**config.mk**
```make
export PLATFORM = sky130hd
export DESIGN_NAME = deep_sleep_gating_and_soft_reset
export DESIGN_NICKNAME = d
export VERILOG_FILES = /design/src/core/clkgate_pkg.sv /design/src/core/gate_sel_if.sv /design/src/core/gate_select.sv /design/src/core/deep_sleep_gating_and_soft_reset.sv
export VERILOG_INCLUDE_DIRS = /design/src /design/src/core
export SDC_FILE = /design/constraint.sdc
export NUM_CORES = 1
export LEC_CHECK = 0
export BUFFER_PORTS_ARGS = -buffer_cell sky130_fd_sc_hd__clkbuf_2
export CAP_MARGIN = 20
export CELL_PAD_IN_SITES_DETAIL_PLACEMENT = 1
export CELL_PAD_IN_SITES_GLOBAL_PLACEMENT = 1
export CORE_MARGIN = 5
export CORE_UTILIZATION = 22
export CTS_BUF_LIST = sky130_fd_sc_hd__clkbuf_4
export CTS_CLUSTER_DIAMETER = 80
export DETAILED_ROUTE_END_ITERATION = 10
export GPL_TIMING_DRIVEN = 0
export PLACE_DENSITY_LB_ADDON = 0.1
export SYNTH_ARGS = -nofsm -noshare
export SYNTH_HDL_FRONTEND = slang
export SYNTH_SLANG_ARGS = --single-unit
export TNS_END_PERCENT = 100
```
**constraint.sdc**
```tcl
create_clock -name hclk -period 1.6 [get_ports hclk]
set_input_delay 0.24 -clock hclk [delete_from_list [all_inputs] [get_ports hclk]]
set_output_delay 0.24 -clock hclk [all_outputs]
set_load 0.02 [all_outputs]
```
**src/core/clkgate_params.svh**
```systemverilog
// Constants for the deep-sleep clock gating and software reset slice.
`ifndef CLKGATE_PARAMS_SVH
`define CLKGATE_PARAMS_SVH
// ----------------------------------------------------------------------
// Register byte offsets, decoded on haddr[11:2].
// ----------------------------------------------------------------------
`define SRST_OFFSET 12'h040
`define DCG_OFFSET 12'h128
`define STATUS_OFFSET 12'h200
// ----------------------------------------------------------------------
// Reset values and writable-bit masks.
// ----------------------------------------------------------------------
`define WORD_RESET 32'h00000000
`define UNIT_RESET 9'h000
`define DCG_MASK 32'h5000007f
`define SRST_MASK 32'h00100048
// ----------------------------------------------------------------------
// Field positions.
// ----------------------------------------------------------------------
`define DCG_PHY_BIT 30
`define DCG_MAC_BIT 28
`define DCG_PORT_MSB 6
`define DCG_PORT_LSB 0
`define SRST_PWM_BIT 20
`define SRST_HIBER_BIT 6
`define SRST_WDOG_BIT 3
// ----------------------------------------------------------------------
// Bus encodings.
// ----------------------------------------------------------------------
`define HSIZE_WORD 3'h2
`define HRESP_OKAY 1'b0
`endif

```
**src/core/clkgate_pkg.sv**
```systemverilog
// Types shared by the clock gating slice.
package clkgate_pkg;
  // One bus word.
  typedef logic [31:0] word_t;
  // Unit enables: {phy, mac, port g .. port a}.
  typedef logic [8:0] unit_vec_t;
  // Power mode that selects the gating set.
  typedef enum logic [1:0] {MODE_RUN, MODE_SLEEP, MODE_DEEP} power_mode_t;
endpackage

```
**src/core/gate_sel_if.sv**
```systemverilog
// Signals between the register slice and the gating set selector.
`timescale 1ns/1ps
interface gate_sel_if;
  clkgate_pkg::word_t run_set;     // Run-mode gating word.
  clkgate_pkg::word_t sleep_set;   // Sleep-mode gating word.
  clkgate_pkg::word_t deep_set;    // Deep-sleep gating word.
  logic auto_en;                   // Automatic gating enable.
  logic sleep_mode;                // Processor is in sleep.
  logic deep_mode;                 // Processor is in deep sleep.
  clkgate_pkg::unit_vec_t active;  // Effective unit clock enables.
  modport sel (input run_set, sleep_set, deep_set, auto_en, sleep_mode, deep_mode,
               output active);
  modport ctl (output run_set, sleep_set, deep_set, auto_en, sleep_mode, deep_mode,
               input active);
endinterface

```
**src/core/gate_select.sv**
```systemverilog
// Selects the gating set for the current power mode and registers it.
`timescale 1ns/1ps
`include "clkgate_params.svh"
module gate_select (
  input wire logic hclk,     // System clock.
  input wire logic hresetn,  // Asynchronous reset, active low.
  gate_sel_if.sel gs         // Gating sets in, enables out.
);
  // ----------------------------------------------------------------------
  // Packing of a gating word into the unit vector.
  // ----------------------------------------------------------------------
  // Picks the phy, mac and port enable bits out of a gating word.
  function automatic clkgate_pkg::unit_vec_t pack_units(input clkgate_pkg::word_t w);
    pack_units = {w[`DCG_PHY_BIT], w[`DCG_MAC_BIT], w[`DCG_PORT_MSB:`DCG_PORT_LSB]};
  endfunction

  clkgate_pkg::power_mode_t mode_d;  // Mode whose set applies now.
  clkgate_pkg::unit_vec_t active_d;  // Next effective enables.
  clkgate_pkg::unit_vec_t active_q;  // Effective enables.

  // Without automatic gating the run set always applies; deep sleep wins over sleep.
  always_comb begin
    if (!gs.auto_en) begin
      mode_d = clkgate_pkg::MODE_RUN;
    end else if (gs.deep_mode) begin
      mode_d = clkgate_pkg::MODE_DEEP;
    end else if (gs.sleep_mode) begin
      mode_d = clkgate_pkg::MODE_SLEEP;
    end else begin
      mode_d = clkgate_pkg::MODE_RUN;
    end
  end

  // Chooses the enable word of the selected mode.
  always_comb begin
    unique case (mode_d)
      clkgate_pkg::MODE_RUN: active_d = pack_units(gs.run_set);
      clkgate_pkg::MODE_SLEEP: active_d = pack_units(gs.sleep_set);
      clkgate_pkg::MODE_DEEP: active_d = pack_units(gs.deep_set);
    endcase
  end

  // Registers the enables so the clock gates see a glitch-free level.
  always_ff @(posedge hclk or negedge hresetn) begin
    if (!hresetn) begin
      active_q <= `UNIT_RESET;
    end else begin
      active_q <= active_d;
    end
  end

  assign gs.active = active_q;
endmodule

```
**src/core/deep_sleep_gating_and_soft_reset.sv**
```systemverilog
// Deep-sleep clock gating and software reset registers on an AHB-Lite slave.
`timescale 1ns/1ps
`include "clkgate_params.svh"
// ----------------------------------------------------------------------
// ----------------------------------------------------------------------
module deep_sleep_gating_and_soft_reset (
  input wire logic hclk,                        // System clock, 250 MHz.
  input wire logic hresetn,                     // Asynchronous reset, active low.
  input wire logic hsel,                        // Slave select.
  input wire logic [31:0] haddr,                // Byte address.
  input wire logic [1:0] htrans,                // Transfer type.
  input wire logic hwrite,                      // Write when high.
  input wire logic [2:0] hsize,                 // Transfer size.
  input wire logic [31:0] hwdata,               // Write data.
  input wire logic hready,                      // Bus ready.
  output logic [31:0] hrdata,                   // Read data.
  output logic hreadyout,                       // Slave ready.
  output logic hresp,                           // Slave response.
  input wire logic [31:0] run_clock_gate_2,     // Run-mode gating word.
  input wire logic [31:0] sleep_clock_gate_2,   // Sleep-mode gating word.
  input wire logic auto_clock_gating_enable,    // Sleep sets allowed.
  input wire logic sleep_mode,                  // Processor in sleep.
  input wire logic deep_sleep_mode,             // Processor in deep sleep.
  input wire logic [31:0] device_capability_1,  // Present-module mask.
  input wire logic [8:0] unit_access,           // Access request per unit.
  output logic [8:0] unit_clock_enable,         // Clock enable per unit.
  output logic unit_bus_fault,                  // Access hit a gated unit.
  output logic pwm_module_reset,                // Holds the modulator in reset.
  output logic hibernation_block_reset,         // Holds hibernation in reset.
  output logic watchdog_block_reset             // Holds the watchdog in reset.
);
  // ----------------------------------------------------------------------
  // Helper functions.
  // ----------------------------------------------------------------------
  // True when a byte address selects the word at the given offset.
  function automatic logic reg_hit(input logic [11:0] addr, input logic [11:0] off);
    reg_hit = (addr[11:2] == off[11:2]);
  endfunction

  // Replaces only the bits under the mask; the rest keep their old value.
  function automatic clkgate_pkg::word_t merge_word(input clkgate_pkg::word_t old_w,
                                                    input clkgate_pkg::word_t new_w,
                                                    input clkgate_pkg::word_t mask);
    merge_word = (old_w & ~mask) | (new_w & mask);
  endfunction

  // ----------------------------------------------------------------------
  // Bus address phase.
  // ----------------------------------------------------------------------
  logic accept;                   // A word transfer is taken this cycle.
  logic wr_pend_q;                // A write data phase is in progress.
  logic [11:0] wr_addr_q;         // Offset of the pending write.
  clkgate_pkg::word_t dcg_q;      // Deep-sleep gating register.
  clkgate_pkg::word_t dcg_d;      // Its next value.
  clkgate_pkg::word_t srst_q;     // Software reset register.
  clkgate_pkg::word_t srst_d;     // Its next value.
  clkgate_pkg::word_t rd_mux;     // Read value for the address phase.
  clkgate_pkg::word_t hrdata_q;   // Registered read data.
  gate_sel_if gsel ();            // Link to the gating selector.

  // Only whole-word nonsequential or sequential transfers are taken.
  assign accept = hsel && htrans[1] && hready && (hsize == `HSIZE_WORD);

  // Remembers a write until its data arrives in the next cycle.
  always_ff @(posedge hclk or negedge hresetn) begin
    if (!hresetn) begin
      wr_pend_q <= 1'b0;
      wr_addr_q <= 12'h000;
    end else begin
      wr_pend_q <= accept && hwrite;
      if (accept && hwrite) begin
        wr_addr_q <= haddr[11:0];
      end
    end
  end

  // ----------------------------------------------------------------------
  // Register writes.
  // ----------------------------------------------------------------------
  // Gating writes touch only the phy, mac and port bits; reserved bits stay zero.
  always_comb begin
    dcg_d = dcg_q;
    if (wr_pend_q && reg_hit(wr_addr_q, `DCG_OFFSET)) begin
      dcg_d = merge_word(dcg_q, hwdata, `DCG_MASK);
    end
  end

  // Reset writes pass only where the module is present in the capability word.
  always_comb begin
    srst_d = srst_q;
    if (wr_pend_q && reg_hit(wr_addr_q, `SRST_OFFSET)) begin
      srst_d = merge_word(srst_q, hwdata, `SRST_MASK & device_capability_1);
    end
  end

  // Holds the gating register; every unit starts unclocked.
  always_ff @(posedge hclk or negedge hresetn) begin
    if (!hresetn) begin
      dcg_q <= `WORD_RESET;
    end else begin
      dcg_q <= dcg_d;
    end
  end

  // Holds the software reset register; no module is held in reset at start.
  always_ff @(posedge hclk or negedge hresetn) begin
    if (!hresetn) begin
      srst_q <= `WORD_RESET;
    end else begin
      srst_q <= srst_d;
    end
  end

  // ----------------------------------------------------------------------
  // Register reads.
  // ----------------------------------------------------------------------
  // Gating and reset reads use next values so a read right after a write sees the new data; status shows the registered enables.
  always_comb begin
    rd_mux = `WORD_RESET;
    if (reg_hit(haddr[11:0], `DCG_OFFSET)) begin
      rd_mux = dcg_d;
    end else if (reg_hit(haddr[11:0], `SRST_OFFSET)) begin
      rd_mux = srst_d;
    end else if (reg_hit(haddr[11:0], `STATUS_OFFSET)) begin
      rd_mux = {23'h000000, gsel.active};
    end
  end

  // Captures read data at the end of the address phase; idle cycles show zero.
  always_ff @(posedge hclk or negedge hresetn) begin
    if (!hresetn) begin
      hrdata_q <= `WORD_RESET;
    end else if (accept && !hwrite) begin
      hrdata_q <= rd_mux;
    end else begin
      hrdata_q <= `WORD_RESET;
    end
  end

  // The slice never inserts wait states and always answers OKAY.
  assign hrdata = hrdata_q;
  assign hreadyout = 1'b1;
  assign hresp = `HRESP_OKAY;

  // ----------------------------------------------------------------------
  // Gating set selection.
  // ----------------------------------------------------------------------
  // Hands the three gating sets and the mode to the selector.
  assign gsel.run_set = run_clock_gate_2;
  assign gsel.sleep_set = sleep_clock_gate_2;
  assign gsel.deep_set = dcg_q;
  assign gsel.auto_en = auto_clock_gating_enable;
  assign gsel.sleep_mode = sleep_mode;
  assign gsel.deep_mode = deep_sleep_mode;

  // Registers the effective enables for the present power mode.
  gate_select u_gate_select (
    .hclk(hclk),
    .hresetn(hresetn),
    .gs(gsel.sel)
  );

  // Drives the unit clock gates; a low bit also disables the unit.
  assign unit_clock_enable = gsel.active;

  // An access to a unit whose clock is off is faulted instead of completing.
  assign unit_bus_fault = |(unit_access & ~gsel.active);

  // ----------------------------------------------------------------------
  // Module resets.
  // ----------------------------------------------------------------------
  // A set bit keeps its module in reset until software clears it.
  assign pwm_module_reset = srst_q[`SRST_PWM_BIT];
  assign hibernation_block_reset = srst_q[`SRST_HIBER_BIT];
  assign watchdog_block_reset = srst_q[`SRST_WDOG_BIT];
endmodule

```
==> results.md <==
* Post-Route Utilization at 31.14%
* Sequential area share after synthesis at 49.59%
* Clock insertion delay at the later pin of the skew report at 350 ps
* Fraction of registers with async set or reset after synthesis at 100.0%
* Setup Slack @ Placement at -359.2 ps
* R2r setup slk at -110 ps
* Max Clk Rate at 0.5772 GHz
* DP Area at 3003 µm²
* NetSw at 0.0006956 W
* DP HPWL at 5850 µm
* CTS buffer count at 5
* Hold Path Class: input pin to register
* Peak VDD IR at 0.3410 mV
* Final Skew at 9.512 ps
* Number of global-route vias before repair at 2036
* CTS max path bufs at 2
* Initial Utilization at 22.30%
* Pwr dens at 725.8 nW/µm²
* Pleak at 1.656 nW
* Max_cap viols at 0
* Met2 wire len at 3364 µm
* Highest metal used: met4
* Number of remaining DRC errors at 0
* Hold path startpoint: run_clock_gate_2[0]
* FF-to-FF path depth at 5
* Ys Warns at 0
* Io pins at 229
* Initial antenna violation count at 0
* Worst-path fanout max at 3
* WL met1 at 3625 µm
* WL final at 7381 µm
* Total GRT Usage at 11.66%
* Via density at 4.293
* Failing checks: negative setup slack
* Worst Path Arrival at 1490 ps
* CP Launch Type: register
* Post-synth top cells: dfrtp_1 (45), buf_4 (21), mux2_2 (20)
* Reg-to-reg critical path startpoint: wr_addr_q[9]
* Setup violations, final at 13
* Routed wl met3 at 341 µm
* Critical Path RT at 1360 ps
* Clock period minus worst slack at 1733 ps
* EDFF count, synth at 0
* Post-synthesis average cell area at 10.92 µm²
* Crit path largest cell delay at 460 ps
* Synthesis-stage register bit count at 45
* RSZ-0062 raised after global routing: true
* Synth top area share at 49.59%
* GPL Wtd Cong at 0.7431
* Final Hold Vio Count at 0
* Reg power frac at 55.4%
* CTS tree: done
* NumNets Final at 515
* Largest area contributor in the synthesized netlist: dfrtp_1
* Die area at 12450 µm²
* Leading post-synthesis cells by cell area: dfrtp_1 (50%), mux2_2 (9.9%), buf_4 (6.9%)
* Global-route wire length before repair at 11520 µm
* Synth Cell Area at 2271 µm²
* Period utilization at 108.3%
* I/O Buffers at 106
* Clock tree sinks at 45
* RR Endpoint: hrdata[20]
* Worst-path clk slew at 140 ps
* DIE WIDTH at 111.6 µm
* Via count at 2005
* Crit path cell chain: o22ai_1 -> a221oi_1 -> nand4_1 -> buf_2
* Hold Path End: u_gate_select.gs.active[0]
* Syn Inst Count at 208
* CP Class: register to output port
* Drt pass-1 iters at 4
* Global route overflow at 0
* Post-DRT Antenna Nets at 0
* Post-route design area at 3172 µm²
* Status: complete, but fails checks
* Main flop type after synthesis: dfrtp_1
* Distinct cells, synth at 40
* Pin count of the biggest net entering global routing at 27
* Slowest CP cell: dfrtp_1
* Critical path capture point type: output port
* Hold Path Cell Cnt at 3
* Routed len/inst at 15.81 µm
* Fin worst setup slack at -132.6 ps
* Die H at 111.6 µm
* Comb pwr share at 20.7%
* Layout cells sized above 1 at 52.87%
* Most common cell in the synthesized netlist: dfrtp_1
* Core Rows at 37
* Final Max Slew Viols at 0
* Pint at 0.001607 W
* Detailed Route Iter0 Violations at 59
* N_diodes at 0
* Synth-to-Final Area Change at 39.67%
* Switch share at 30.22%
* Slew of the pin with the lowest slew margin at 790.9 ps
* Clock network fraction of total power at 23.9%
* CTS root buffer: clkbuf_4
* Core Footprint at 10180 µm²
* Max-slew headroom at 46.87%
* H-tree depth at 2
* WHS at 88.60 ps
==> power groups by stage <==
stage / clock network, W / logic, W / registers [W]
after floorplan: 0 / 0.000212 / 0.00130
after global placement: 0 / 0.000442 / 0.00129
after detailed placement: 0 / 0.000451 / 0.00129
after CTS: 0.000584 / 0.000475 / 0.00127
after global routing: 0.000626 / 0.000527 / 0.00129
final: 0.000550 / 0.000477 / 0.00128
==> state kept, by name, summed over array words and instances (netlist names) <==
register and cells:
u_gate_select.gs.active 9, srst_q 3, wr_pend_q 1, dcg_q 9, hrdata 13, wr_addr_q 10
==> routing by layer <==
layer	vias up	global-route usage (%)
met4	0	2.433
met2	67	18.46
met5	-	0
met1	961	16.29
met3	4	2.772
li1	973	-
==> worst max path at each step <==
stage | from | endpoint | slack, ps | cells past startpoint
CTS | u_gate_select.gs.active[2] | unit_bus_fault | -190 | 4
detailed placement | sleep_mode | u_gate_select.gs.active[2] | -360 | 6
floorplan | wr_addr_q[9] | hrdata[3] | -40 | 4
global placement | sleep_mode | u_gate_select.gs.active[2] | -370 | 6
finish | u_gate_select.gs.active[3] | unit_bus_fault | -130 | 4
global route | u_gate_select.gs.active[2] | unit_bus_fault | -270 | 4
==> cell families after synthesis <==
kind of cell             Yosys count  share of synthesized area (%)
multiplexers                      22                          10.80
AO/OA/AOI/OAI                     34                          10.52
AND/OR/NAND/NOR                   62                          17.30
buffers and inverters             41                          10.36
adder cells (fa/ha/maj)            2                          1.102
other                              2                         0.3307
flip-flops                        45                          49.59
==> cells in the final DEF (no fill, tap or decap), types with 6 or more instances in the layout <==
| cell type | n |
|---|---|
| dfrtp_1 | 44 |
| mux2_2 | 17 |
| nand2_1 | 14 |
| clkbuf_2 | 106 |
| clkbuf_4 | 6 |
| inv_1 | 12 |
| a22oi_1 | 9 |
| o21ai_0 | 11 |
| buf_4 | 27 |
==> final cells by class <==
type | count | area, µm²
tap | 136 | 170.2
timing repair buffer | 115 | 620.6
multi-input combinational | 123 | 963.4
fill | 1217 | 7013
sequential | 45 | 1130
buffer | 29 | 193.9
inverter | 12 | 45.04
clock buffer | 6 | 45.04
clock inverter | 1 | 3.754
==> repair_timing <==
action | CTS | global route
resized for setup | 7 | 10
hold endpoints to repair | 19 | 0
buffers inserted | 4 | 3
endpoints found under the setup margin | 43 | 34
hold buffers | 1 | 0
cloned | 0 | 0
pin swaps | 11 | 8
==> critical path, delay by kind of cell (launching register included) <==
kind            cells  cell delay [ps]
buf+inv             1              190
compound gates      2              360
simple gates        1              130
flops               1              460
==> through the flow <==
stage               TNS, ps  total power (W)  instances
global route          -2125         0.002439        467
global placement      -8036         0.001732        451
finish               -885.0         0.002302        467
floorplan            -72.92         0.001514        209
CTS                   -1322         0.002334        464
detailed placement    -7766         0.001744        452
No activity file was read; power rests on OpenSTA's default activity.
